--- src/logic/queue_watermark_pkg.sv ---
package queue_watermark_pkg;

   // Register byte addresses, compared directly with reg_addr, one register every four bytes
   localparam logic [7:0]  ADDR_LIMITS      = 8'h00;
   localparam logic [7:0]  ADDR_STATUS      = 8'h04;
   localparam logic [7:0]  ADDR_INT_STATUS  = 8'h08;
   localparam logic [7:0]  ADDR_INT_MASK    = 8'h0c;

   // Limit register field positions
   localparam int          LIMIT_FOUR_LSB   = 0;
   localparam int          LIMIT_FIVE_LSB   = 8;
   localparam int          LIMIT_W          = 5;
   localparam logic [4:0]  LIMIT_RESET      = 5'h10;
   localparam logic [4:0]  LIMIT_DISABLE    = 5'h11;

   // Status register field positions
   localparam int          STAT_BUSY_BIT    = 4;
   localparam int          STAT_COMP_LSB    = 8;
   localparam int          STAT_QUEUE_LSB   = 16;
   localparam logic [5:0]  COMP_MAX         = 6'h3f;
   localparam logic [31:0] STATUS_RESET     = 32'h0000_0000;

   // Interrupt bits: 0 queue four limit hit, 1 queue five limit hit, 2 completion count full
   localparam int          INT_W            = 3;

   localparam int          NUM_QUEUES       = 6;
   localparam int          COUNT_W          = 5;

   typedef struct packed {
      logic [7:0]  addr;
      logic [31:0] wdata;
      logic        wr;
      logic        rd;
   } reg_req_t;

   typedef struct packed {
      logic       submit_with_completion;
      logic       completion_return;
   } completion_evt_t;

endpackage : queue_watermark_pkg

--- src/logic/limit_compare.sv ---
`timescale 1ns/100ps
`default_nettype none
module limit_compare
   import queue_watermark_pkg::*;
(
   // Clock and reset
   input  wire logic               clk,
   input  wire logic               rst_n,
   // Count and limit
   input  wire logic [COUNT_W-1:0] count,
   input  wire logic [LIMIT_W-1:0] limit,
   // Registered result
   output logic                    hit
);
   logic next_hit;

   always_comb begin
      next_hit = (limit != LIMIT_DISABLE) && ({3'h0, count} >= {3'h0, limit});
   end

   always_ff @(posedge clk or negedge rst_n) begin
      if (!rst_n) begin
         hit <= 1'b0;
      end else begin
         hit <= next_hit;
      end
   end
endmodule : limit_compare
`default_nettype wire

--- src/logic/queue_watermark_status.sv ---
`timescale 1ns/100ps
`default_nettype none
module queue_watermark_status
   import queue_watermark_pkg::*;
(
   // Clock and reset
   input  wire logic                   clk,
   input  wire logic                   rst_n,
   // Register port
   input  wire logic [7:0]             reg_addr,
   input  wire logic [31:0]            reg_wdata,
   input  wire logic                   reg_wr,
   input  wire logic                   reg_rd,
   output logic [31:0]                 reg_rdata,
   // Queue entry counts, queues 0..5
   input  wire logic [NUM_QUEUES*COUNT_W-1:0] queue_entry_count,
   // Other activity sources of the controller, bits 3..0
   input  wire logic [3:0]             unit_active,
   // Completion tracking
   input  wire logic                   submit_with_completion,
   input  wire logic                   completion_return,
   output logic                        request_stall,
   // Limit hit flags towards error and queue status registers
   output logic                        err_limit_hit_a,
   output logic                        err_limit_hit_b,
   output logic                        queue_four_status_hit,
   output logic                        queue_five_status_hit,
   // Interrupt
   output logic                        irq
);
   reg_req_t        req;
   completion_evt_t cevt;
   logic [LIMIT_W-1:0] limit_queue_four;
   logic [LIMIT_W-1:0] limit_queue_five;
   logic [LIMIT_W-1:0] next_limit_queue_four;
   logic [LIMIT_W-1:0] next_limit_queue_five;
   logic [5:0]         pending_completion_count;
   logic [5:0]         next_pending_completion_count;
   logic [NUM_QUEUES-1:0] queue_nonempty;
   logic [NUM_QUEUES-1:0] next_queue_nonempty;
   logic               controller_busy;
   logic               next_controller_busy;
   logic [3:0]         unit_active_q;
   logic [INT_W-1:0]   int_status;
   logic [INT_W-1:0]   next_int_status;
   logic [INT_W-1:0]   int_mask;
   logic [INT_W-1:0]   next_int_mask;
   logic [31:0]        next_rdata;
   logic               next_stall;
   logic               next_irq;
   logic               hit_four;
   logic               hit_five;
   logic               hit_four_d;
   logic               hit_five_d;
   logic [31:0]        status_word;
   logic [31:0]        limits_word;

   assign req  = '{addr: reg_addr, wdata: reg_wdata, wr: reg_wr, rd: reg_rd};
   assign cevt = '{submit_with_completion: submit_with_completion, completion_return: completion_return};

   // Queue four limit, queue five limit
   limit_compare u_cmp_four (
      .clk   (clk),
      .rst_n (rst_n),
      .count (queue_entry_count[4*COUNT_W +: COUNT_W]),
      .limit (limit_queue_four),
      .hit   (hit_four)
   );
   limit_compare u_cmp_five (
      .clk   (clk),
      .rst_n (rst_n),
      .count (queue_entry_count[5*COUNT_W +: COUNT_W]),
      .limit (limit_queue_five),
      .hit   (hit_five)
   );

   // Limit register; out-of-range codes are stored as written, software must avoid them
   always_comb begin
      next_limit_queue_four = limit_queue_four;
      next_limit_queue_five = limit_queue_five;
      if (req.wr && req.addr == ADDR_LIMITS) begin
         next_limit_queue_four = req.wdata[LIMIT_FOUR_LSB +: LIMIT_W];
         next_limit_queue_five = req.wdata[LIMIT_FIVE_LSB +: LIMIT_W];
      end
   end

   // A write to the limit register lands on the next edge, anything else leaves it alone
   AST_LIMIT_WRITE: assert property (@(posedge clk) disable iff (!rst_n)
      ($past(rst_n) && $past(reg_wr) && $past(reg_addr) == ADDR_LIMITS)
      |-> limit_queue_four == $past(reg_wdata[4:0]) && limit_queue_five == $past(reg_wdata[12:8]))
      else $error("limit register write not taken");
   AST_LIMIT_HOLD: assert property (@(posedge clk) disable iff (!rst_n)
      ($past(rst_n) && !($past(reg_wr) && $past(reg_addr) == ADDR_LIMITS))
      |-> $stable(limit_queue_four) && $stable(limit_queue_five))
      else $error("limit register changed without a write");

   // Per-queue nonempty bits
   genvar q;
   generate
      for (q = 0; q < NUM_QUEUES; q++) begin : g_queue
         assign next_queue_nonempty[q] = |queue_entry_count[q*COUNT_W +: COUNT_W];
         AST_NONEMPTY_EACH: assert property (@(posedge clk) disable iff (!rst_n)
            $past(rst_n) |-> queue_nonempty[q] == ($past(queue_entry_count[q*COUNT_W +: COUNT_W]) != 5'h00))
            else $error("queue nonempty bit differs from its count");
      end
   endgenerate

   // Completion counter: simultaneous submit and return cancel out
   always_comb begin
      next_pending_completion_count = pending_completion_count;
      if (cevt.submit_with_completion && !cevt.completion_return && pending_completion_count != COMP_MAX) begin
         next_pending_completion_count = pending_completion_count + 6'h01;
      end else if (!cevt.submit_with_completion && cevt.completion_return && pending_completion_count != 6'h00) begin
         next_pending_completion_count = pending_completion_count - 6'h01;
      end
      next_stall = (next_pending_completion_count == COMP_MAX);
   end

   AST_COMP_UP: assert property (@(posedge clk) disable iff (!rst_n)
      ($past(rst_n) && $past(submit_with_completion && !completion_return && pending_completion_count != COMP_MAX))
      |-> pending_completion_count == $past(pending_completion_count) + 6'h01)
      else $error("completion count did not count up");
   AST_COMP_DOWN: assert property (@(posedge clk) disable iff (!rst_n)
      ($past(rst_n) && $past(!submit_with_completion && completion_return && pending_completion_count != 6'h00))
      |-> pending_completion_count == $past(pending_completion_count) - 6'h01)
      else $error("completion count did not count down");
   // A full counter must not wrap, or the stall would drop with work still outstanding
   AST_COMP_FULL: assert property (@(posedge clk) disable iff (!rst_n)
      ($past(rst_n) && $past(pending_completion_count == COMP_MAX && submit_with_completion && !completion_return))
      |-> pending_completion_count == COMP_MAX && request_stall)
      else $error("full completion count wrapped or released the stall");
   AST_COMP_HOLD: assert property (@(posedge clk) disable iff (!rst_n)
      ($past(rst_n) && $past(submit_with_completion == completion_return)) |-> $stable(pending_completion_count))
      else $error("completion count moved without a lone event");

   always_comb begin
      next_controller_busy = (|next_queue_nonempty) || (|unit_active) || (next_pending_completion_count != 6'h00);
   end

   AST_BUSY_EXACT: assert property (@(posedge clk) disable iff (!rst_n)
      controller_busy == ((|queue_nonempty) || (|unit_active_q) || (pending_completion_count != 6'h00)))
      else $error("busy bit is not the OR of the activity bits");

   // Status words
   always_comb begin
      status_word = STATUS_RESET;
      status_word[STAT_QUEUE_LSB +: NUM_QUEUES] = queue_nonempty;
      status_word[STAT_COMP_LSB +: 6] = pending_completion_count;
      status_word[STAT_BUSY_BIT] = controller_busy;
      status_word[3:0] = unit_active_q;
      limits_word = 32'h0000_0000;
      limits_word[LIMIT_FOUR_LSB +: LIMIT_W] = limit_queue_four;
      limits_word[LIMIT_FIVE_LSB +: LIMIT_W] = limit_queue_five;
   end

   AST_STATUS_READ: assert property (@(posedge clk) disable iff (!rst_n)
      ($past(rst_n) && $past(reg_rd) && $past(reg_addr) == ADDR_STATUS)
      |-> reg_rdata[21:16] == $past(queue_nonempty) && reg_rdata[13:8] == $past(pending_completion_count)
      && reg_rdata[4] == $past(controller_busy) && reg_rdata[3:0] == $past(unit_active_q))
      else $error("status read does not show live activity");

   // Interrupts: set wins over write-one-to-clear
   always_comb begin
      next_int_status = int_status;
      next_int_mask   = int_mask;
      if (req.wr && req.addr == ADDR_INT_STATUS) begin
         next_int_status = int_status & ~req.wdata[INT_W-1:0];
      end
      if (req.wr && req.addr == ADDR_INT_MASK) begin
         next_int_mask = req.wdata[INT_W-1:0];
      end
      if (hit_four && !hit_four_d) begin
         next_int_status[0] = 1'b1;
      end
      if (hit_five && !hit_five_d) begin
         next_int_status[1] = 1'b1;
      end
      if (next_stall && !request_stall) begin
         next_int_status[2] = 1'b1;
      end
      next_irq = |(next_int_status & next_int_mask);
   end

   // Each limit hit edge and the counter filling up must leave a sticky bit behind
   AST_INT_FOUR: assert property (@(posedge clk) disable iff (!rst_n)
      ($past(rst_n) && $past(hit_four && !hit_four_d)) |-> int_status[0])
      else $error("queue four limit event not latched");
   AST_INT_FIVE: assert property (@(posedge clk) disable iff (!rst_n)
      ($past(rst_n) && $past(hit_five && !hit_five_d)) |-> int_status[1])
      else $error("queue five limit event not latched");
   AST_INT_FULL: assert property (@(posedge clk) disable iff (!rst_n)
      ($past(rst_n) && $past(next_stall && !request_stall)) |-> int_status[2])
      else $error("completion full event not latched");

   // Read mux, unmapped addresses read zero; status ignores writes
   always_comb begin
      next_rdata = 32'h0000_0000;
      if (req.rd) begin
         case (req.addr)
            ADDR_LIMITS:     next_rdata = limits_word;
            ADDR_STATUS:     next_rdata = status_word;
            ADDR_INT_STATUS: next_rdata = {29'h0, int_status};
            ADDR_INT_MASK:   next_rdata = {29'h0, int_mask};
            default:         next_rdata = 32'h0000_0000;
         endcase
      end
   end

   always_ff @(posedge clk or negedge rst_n) begin
      if (!rst_n) begin
         limit_queue_four         <= LIMIT_RESET;
         limit_queue_five         <= LIMIT_RESET;
         pending_completion_count <= 6'h00;
         queue_nonempty           <= 6'h00;
         controller_busy          <= 1'b0;
         unit_active_q            <= 4'h0;
         int_status               <= 3'h0;
         int_mask                 <= 3'h0;
         reg_rdata                <= 32'h0000_0000;
         request_stall            <= 1'b0;
         irq                      <= 1'b0;
         hit_four_d               <= 1'b0;
         hit_five_d               <= 1'b0;
         err_limit_hit_a          <= 1'b0;
         err_limit_hit_b          <= 1'b0;
         queue_four_status_hit    <= 1'b0;
         queue_five_status_hit    <= 1'b0;
      end else begin
         limit_queue_four         <= next_limit_queue_four;
         limit_queue_five         <= next_limit_queue_five;
         pending_completion_count <= next_pending_completion_count;
         queue_nonempty           <= next_queue_nonempty;
         controller_busy          <= next_controller_busy;
         unit_active_q            <= unit_active;
         int_status               <= next_int_status;
         int_mask                 <= next_int_mask;
         reg_rdata                <= next_rdata;
         request_stall            <= next_stall;
         irq                      <= next_irq;
         hit_four_d               <= hit_four;
         hit_five_d               <= hit_five;
         err_limit_hit_a          <= hit_four;
         err_limit_hit_b          <= hit_five;
         queue_four_status_hit    <= hit_four;
         queue_five_status_hit    <= hit_five;
      end
   end

   // Checks
   AST_HIT_FIVE: assert property (@(posedge clk) disable iff (!rst_n)
      ($past(queue_entry_count[5*COUNT_W +: COUNT_W], 2) >= $past(limit_queue_five, 2)
       && $past(limit_queue_five, 2) != LIMIT_DISABLE && $past(rst_n, 2)) |-> err_limit_hit_b)
      else $error("queue five limit hit flag missing");
   AST_HIT_FOUR: assert property (@(posedge clk) disable iff (!rst_n)
      ($past(queue_entry_count[4*COUNT_W +: COUNT_W], 2) >= $past(limit_queue_four, 2)
       && $past(limit_queue_four, 2) != LIMIT_DISABLE && $past(rst_n, 2)) |-> err_limit_hit_a)
      else $error("queue four limit hit flag missing");
   AST_STATUS_MATCH: assert property (@(posedge clk) disable iff (!rst_n)
      (queue_four_status_hit == err_limit_hit_a) && (queue_five_status_hit == err_limit_hit_b))
      else $error("queue status hit differs from error flag");
   // Status flags are checked both ways, so a stuck-high flag is caught as well
   AST_STATUS_FOUR: assert property (@(posedge clk) disable iff (!rst_n)
      ($past(rst_n) && $past(rst_n, 2)) |-> queue_four_status_hit == ($past(queue_entry_count[4*COUNT_W +: COUNT_W], 2)
      >= $past(limit_queue_four, 2) && $past(limit_queue_four, 2) != LIMIT_DISABLE))
      else $error("queue four status hit wrong");
   AST_STATUS_FIVE: assert property (@(posedge clk) disable iff (!rst_n)
      ($past(rst_n) && $past(rst_n, 2)) |-> queue_five_status_hit == ($past(queue_entry_count[5*COUNT_W +: COUNT_W], 2)
      >= $past(limit_queue_five, 2) && $past(limit_queue_five, 2) != LIMIT_DISABLE))
      else $error("queue five status hit wrong");
   AST_DISABLE: assert property (@(posedge clk) disable iff (!rst_n)
      ($past(limit_queue_five, 2) == LIMIT_DISABLE && $past(rst_n, 2)) |-> !err_limit_hit_b)
      else $error("disabled limit still flags");
   AST_DISABLE_FOUR: assert property (@(posedge clk) disable iff (!rst_n)
      ($past(limit_queue_four, 2) == LIMIT_DISABLE && $past(rst_n, 2)) |-> !err_limit_hit_a)
      else $error("disabled queue four limit still flags");
   AST_RESERVED: assert property (@(posedge clk) disable iff (!rst_n)
      $past(reg_rd) && $past(reg_addr) == ADDR_STATUS |-> reg_rdata[31:22] == 10'h0
      && reg_rdata[15:14] == 2'h0 && reg_rdata[7:5] == 3'h0)
      else $error("status reserved bits not zero");
   AST_NONEMPTY: assert property (@(posedge clk) disable iff (!rst_n)
      $past(rst_n) |-> queue_nonempty[0] == ($past(queue_entry_count[COUNT_W-1:0]) != 5'h00))
      else $error("queue nonempty bit wrong");
   AST_STALL: assert property (@(posedge clk) disable iff (!rst_n)
      request_stall == (pending_completion_count == COMP_MAX))
      else $error("stall does not follow count of 63");
   AST_BUSY: assert property (@(posedge clk) disable iff (!rst_n)
      (|queue_nonempty) |-> controller_busy)
      else $error("busy low while a queue holds work");
   AST_LIMIT_RSV: assert property (@(posedge clk) disable iff (!rst_n)
      $past(reg_rd) && $past(reg_addr) == ADDR_LIMITS |-> reg_rdata[31:13] == 19'h0
      && reg_rdata[7:5] == 3'h0)
      else $error("limit reserved bits not zero");
endmodule : queue_watermark_status
`default_nettype wire

--- config.mk ---
export PLATFORM = sky130hd
export DESIGN_NAME = queue_watermark_status
export DESIGN_NICKNAME = d
export VERILOG_FILES = /design/src/logic/queue_watermark_pkg.sv /design/src/logic/limit_compare.sv /design/src/logic/queue_watermark_status.sv
export SDC_FILE = /design/constraint.sdc
export NUM_CORES = 1
export LEC_CHECK = 0
export ABC_AREA = 0
export BUFFER_PORTS_ARGS = -buffer_cell sky130_fd_sc_hd__buf_2
export CAP_MARGIN = 25
export CORE_MARGIN = 5
export CORE_UTILIZATION = 43
export DETAILED_ROUTE_END_ITERATION = 8
export GPL_TIMING_DRIVEN = 1
export HOLD_SLACK_MARGIN = 0.02
export PLACE_DENSITY_LB_ADDON = 0.12
export SETUP_SLACK_MARGIN = 0.5
export SLEW_MARGIN = 20
export SYNTH_ARGS = -nofsm -noshare
export SYNTH_HDL_FRONTEND = slang
export SYNTH_HIERARCHICAL = 1
export SYNTH_SLANG_ARGS = --single-unit
--- constraint.sdc ---
create_clock -name clk -period 2.3 [get_ports clk]
set_clock_uncertainty 0.1 [all_clocks]
set_input_delay 0.115 -clock clk [delete_from_list [all_inputs] [get_ports clk]]
set_output_delay 0.115 -clock clk [all_outputs]
set_load 0.1 [all_outputs]
==> results of run 1 <==
-- stage by stage --
stage	worst slack, ns	setup TNS (ns)	cell area [µm²]
6_report	-0.08751	-0.08751	3993
5_1_grt	-0.1756	-0.3258	3993
4_1_cts	-0.1850	-0.1850	3857
3_5_place_dp	-0.1938	-0.3343	3450
3_3_place_gp	-0.1541	-0.2326	3450
2_1_floorplan	-0.1487	-0.1487	2910
-- metal layers --
| metal | vias to the layer above | global-route usage | wire, µm |
|---|---|---|---|
| li1 | 1166 | - | - |
| met5 | - | 0 | 0 |
| met4 | 0 | 0.04645 | 87 |
| met3 | 10 | 0.03636 | 364 |
| met2 | 57 | 0.3019 | 3795 |
| met1 | 1135 | 0.2080 | 2871 |
-- where the power goes --
part,switching [W],internal (W),leakage [nW]
logic,0.000771,0.000622,1.22
registers,0.0000819,0.00108,0.688
clock network,0.000324,0.000330,0.0558
total,0.00118,0.00203,1.96
-- final cells by class --
type | count | share of cell area
inverters | 21 | 0.02100
flip-flops and latches | 56 | 0.3516
repair buffers | 135 | 0.2228
clock buffers | 6 | 0.01818
clock inverters | 2 | 0.009715
multi-input cells | 181 | 0.3526
well taps | 77 | 0.02413
-- repair_timing --
item,CTS,global route
pin swaps,7,11
endpoints found under the hold margin,44,0
resized for setup,13,23
hold buffers,23,0
setup buffers,2,4
setup endpoints to repair,7,8
-- cell usage after synthesis, types with 5 or more instances --
library cell,number,share of area
mux2_1,6,0.024
o21ai_0,6,0.011
buf_4,17,0.045
mux2_2,6,0.024
mux2i_1,8,0.028
inv_1,20,0.026
nand2b_1,5,0.011
nand2_1,20,0.026
nor2_1,23,0.030
nor3_1,11,0.019
and2_1,8,0.018
dfrtp_1,54,0.47
ha_1,13,0.057
-- flip-flops by register name, indices dropped and copies added (netlist names) --
signal / count
controller_busy: 1
hit_five_d: 1
hit_four_d: 1
int_mask: 3
int_status: 3
irq: 1
limit_queue_five: 5
limit_queue_four: 5
pending_completion_count: 6
queue_nonempty: 6
reg_rdata: 17
request_stall: 1
u_cmp_five/hit: 1
u_cmp_four/hit: 1
unit_active_q: 4
-- critical path, delay by kind of cell, from the launching register on --
kind                   cells  cell delay [ns]
AND/OR/NAND/NOR            3             1.33
buffers and inverters      1             0.05
flip-flops                 1             0.42
AO/OA/AOI/OAI              2             0.38
-- worst max-delay path by stage --
| stage | cells after the start | end | slack [ns] |
|---|---|---|---|
| 2_1_floorplan | 6 | controller_busy$_DFF_PN0_ | -0.15 |
| 3_3_place_gp | 6 | controller_busy$_DFF_PN0_ | -0.15 |
| 3_5_place_dp | 9 | controller_busy$_DFF_PN0_ | -0.19 |
| 4_1_cts | 6 | controller_busy$_DFF_PN0_ | -0.18 |
| 5_1_grt | 9 | controller_busy$_DFF_PN0_ | -0.18 |
| 6_report | 6 | controller_busy$_DFF_PN0_ | -0.09 |
-- logic make-up after synthesis --
kind of cell,after synthesis,synth area share
buffers and inverters,44,0.08066
multiplexers,23,0.09908
flip-flops,56,0.4919
AO/OA/AOI/OAI,35,0.09426
XOR/XNOR,3,0.009208
other,1,0.001314
adder cells (fa/ha/maj),13,0.05699
AND/OR/NAND/NOR,92,0.1666
==> results.yml, run 1 <==
layout:
  antennaDiodeCount: 0
  final_nets: 493
  finish.utilization: 0.6252
  n_fill_cell: 544
  layout_commonest_cell: "buf_2"
  final_cell_mix: "buf_2 (80), dfrtp_1 (54), buf_4 (27), dlygate4sd3_1 (23), nor2_1 (21)"
  multiInputGateArea_mm2: 0.001408
  final_cell_count_no_fill: 478
  layout-drive-gt1-share: 0.3965
  regArea_mm2: 0.001404
  syn2layout_area_growth_pct: 39.89
status:
  status: "finished with violations"
  violations: "setup timing"
die:
  initial_utilization: 0.4469
  pin_count: 118
  fp-row-count: 29
  die_w_um: 91.47
  die_area_mm2: 0.008367
  dieHeight_um: 91.47
  core_area_mm2: 0.006386
clocking:
  cts_tree: "yes"
  cts.sinks: 56
  cts_buffer_depth: 2
  clk_latency_ns: 0.32
  h-tree-depth: 2
  cts-root-buf: "clkbuf_8"
  cts_buffers: 5
  path_clk_slew_ns: 0.11
pwr:
  powerDensity_mw_per_mm2: 802.7
  power_w: 0.003205
  leakage_nw: 1.965
  ir_worst_vdd_v: 0.0009998
drt:
  antenna_left: 0
  wl_per_cell_um: 14.89
  drt_drc_violations_left: 0
  dr.pass1.iters: 4
  first_iter_violations: 57
  via_per_inst: 4.954
  routed_wl_um: 7117
  vias: 2368
placed_design:
  portBuffers: 80
  dp_hpwl_um: 5354
  gp_congestion: 0.8933
  post-place-cells: 441
synthesis:
  syn-instance-count: 267
  syn-cell-area_mm2: 0.002854
  yosys_warnings: 6
  synth-seq-area-share: 0.4919
  syn_area_per_cell_um2: 10.69
  yosysUniqueCellTypes: 56
  synth-edff-count: 0
  async_reset_ff_frac: 1.000
  synthFlopType: "dfrtp_1"
  synth-seq-cells: 56
sta:
  fin_crit_ns: 2.388
  setup_slack_ns: -0.08751
  post-route-period-util: 1.038
  setup-violations-final: 1
  hold_slack_ns: 0.09310
  fmax_ghz: 0.4188
  hold_viol: 0
  maxSlewHeadroom: 0.6628
  rsz0062_at_grt: "yes"
  drv_slew: 0
  worst_pin_slew_ns: 0.5048
min_path:
  holdPathEnd: "u_cmp_four/hit$_DFF_PN0_"
  hold_class: "in2reg"
  worst_hold_path.num_cells: 3
  hp-start: "queue_entry_count[24]"
critical_path:
  cp_max_fo: 3
  path_class: "reg2reg"
  cp_slowest_stage_delay_ns: 0.55
  ff2ff_setup_slack_ns: -0.09
  worst_ep_required_time_ns: 2.39
  crit_chain: "or4b_4 > o32a_1 > o22ai_2 > inv_2 > or4_1 > or4_1"
  critPathMostFrequentCell: "or4_1"
  r2r_end: "controller_busy$_DFF_PN0_"
  cp-start-kind: "flop"
  arrival_ns: 2.48
  endpoint_kind: "flop"
  crit_start: "pending_completion_count[1]$_DFF_PN0_"
  r2r_start: "pending_completion_count[1]$_DFF_PN0_"
  critPathSlowestCell: "or4b_4"
  r2r_cells: 6
global_routing:
  overflow: 0
  grt_usage: 0.1703
  grt_max_degree: 21
  grt_pass1_vias: 2468
  antenna_found_initial: 0
  grt_pass1_wl_um: 11610
flow_run:
  drv_cap: 0
Power figures use the tool's default switching activity.
==> run 2: changes to the inputs <==
RECOVER_POWER = 25   (was default)
==> results.yml, run 2 (synthesis results as in run 1) <==
status:
  status: "finished with violations"
  violations: "setup timing"
global_routing:
  grt_pass1_wl_um: 11610
  antenna_found_initial: 0
  grt_max_degree: 21
  grt_usage: 0.1703
  grt_pass1_vias: 2468
  overflow: 0
clocking:
  clk_latency_ns: 0.32
  cts_buffers: 5
  cts_tree: "yes"
  cts_buffer_depth: 2
  path_clk_slew_ns: 0.10
  cts-root-buf: "clkbuf_8"
  h-tree-depth: 2
  cts.sinks: 56
pwr:
  leakage_nw: 1.950
  powerDensity_mw_per_mm2: 804.4
  ir_worst_vdd_v: 0.001002
min_path:
  hold_class: "in2reg"
  hp-start: "queue_entry_count[24]"
  holdPathEnd: "u_cmp_four/hit$_DFF_PN0_"
  worst_hold_path.num_cells: 3
sta:
  rsz0062_at_grt: "yes"
  post-route-period-util: 1.038
  maxSlewHeadroom: 0.3630
  fin_crit_ns: 2.388
  hold_viol: 0
  worst_pin_slew_ns: 0.9556
  drv_slew: 0
  fmax_ghz: 0.4187
  hold_slack_ns: 0.09708
  setup-violations-final: 1
  setup_slack_ns: -0.08813
placed_design:
  dp_hpwl_um: 5354
  gp_congestion: 0.8933
  postPlaceCellArea_mm2: 0.003450
  portBuffers: 80
drt:
  first_iter_violations: 57
  drt_drc_violations_left: 0
  via_per_inst: 4.969
  routed_wl_um: 7139
  antenna_left: 0
  vias: 2375
  dr.pass1.iters: 5
  wl_per_cell_um: 14.94
die:
  initial_utilization: 0.4469
  fp-row-count: 29
  dieHeight_um: 91.47
  die_area_mm2: 0.008367
  die_w_um: 91.47
  core_area_mm2: 0.006386
  pin_count: 118
flow_run:
  drv_cap: 0
layout:
  final_cell_mix: "buf_2 (75), dfrtp_1 (54), buf_4 (26), dlygate4sd3_1 (23), nor2_1 (21)"
  final_nets: 493
  n_fill_cell: 547
  layout-drive-gt1-share: 0.3840
  top_register: "reg_rdata"
  largest_reg_flops: 17
  multiInputGateArea_mm2: 0.001408
  regArea_mm2: 0.001404
  final_cell_area_mm2: 0.003984
  layout_commonest_cell: "buf_2"
  reg_top3: "reg_rdata: 17 flops, pending_completion_count: 6 flops, queue_nonempty: 6 flops"
  syn2layout_area_growth_pct: 39.59
  antennaDiodeCount: 0
critical_path:
  r2r_cells: 6
  path_class: "reg2reg"
  r2r_end: "controller_busy$_DFF_PN0_"
  cp-start-kind: "flop"
  worst_ep_required_time_ns: 2.39
  cp_max_fo: 3
  ff2ff_setup_slack_ns: -0.09
  r2r_start: "pending_completion_count[1]$_DFF_PN0_"
  arrival_ns: 2.48
  endpoint_kind: "flop"
[run 2: cell count changes in the layout (fill, tap and decap cells not counted), sizes merged]
cell	before	now
clkbuf	6	12
buf	112	106
[run 2: worst max-delay path by stage]
stage                                           from                   endpoint  cells after the start
3_3_place_gp   pending_completion_count[1]$_DFF_PN0_  controller_busy$_DFF_PN0_                      6
3_5_place_dp   pending_completion_count[1]$_DFF_PN0_  controller_busy$_DFF_PN0_                      9
5_1_grt        pending_completion_count[1]$_DFF_PN0_  controller_busy$_DFF_PN0_                      9
6_report       pending_completion_count[1]$_DFF_PN0_  controller_busy$_DFF_PN0_                      6
4_1_cts        pending_completion_count[1]$_DFF_PN0_  controller_busy$_DFF_PN0_                      6
2_1_floorplan  pending_completion_count[0]$_DFF_PN0_  controller_busy$_DFF_PN0_                      6
[run 2: worst max-delay path, stage by stage, from the launching register on]
cell,delay (ns)
dfrtp_1,0.42
or4b_4,0.55
o32a_1,0.18
o22ai_2,0.20
inv_2,0.05
or4_1,0.38
or4_1,0.40
[run 2: metrics by stage]
step           total power, W  instances  setup WS (ns)  setup TNS (ns)  utilization
2_1_floorplan        0.001836        281        -0.1487         -0.1487            -
5_1_grt              0.003374        478        -0.1756         -0.3258       0.6238
6_report             0.003204        478       -0.08813        -0.08813       0.6238
3_5_place_dp         0.002228        441        -0.1938         -0.3343       0.5402
4_1_cts              0.002999        474        -0.1850         -0.1850       0.6040
3_3_place_gp         0.002217        441        -0.1541         -0.2326       0.5402
[run 2: area by class of cell]
type / instances / share of cell area
Tap cell: 77 / 0.02418
Clock buffer: 6 / 0.01822
Multi-Input combinational cell: 181 / 0.3533
Inverter: 21 / 0.02104
Clock inverter: 2 / 0.009736
Sequential cell: 56 / 0.3524
Timing Repair Buffer: 135 / 0.2211
[run 2: layer usage]
layer / up-vias / global-route usage / wire length, µm
li1: 1167 / - / -
met1: 1144 / 0.2080 / 2946
met2: 54 / 0.3019 / 3789
met3: 10 / 0.03636 / 316
met4: 0 / 0.04645 / 87
met5: - / 0 / 0
[run 2: report_power, final]
part	internal (W)	total [W]	switching, W
clock	0.000329	0.000652	0.000322
combinational	0.000621	0.00139	0.000773
sequential	0.00108	0.00116	0.0000831
[run 2: timing repair]
action                                  4_1_cts  5_1_grt
setup buffers                                 2        4
resized for setup                            13       23
pin swaps                                     7       11
hold buffers                                 23        0
cloned                                        0        0
hold endpoints to repair                     44        0
endpoints found under the setup margin        7        8
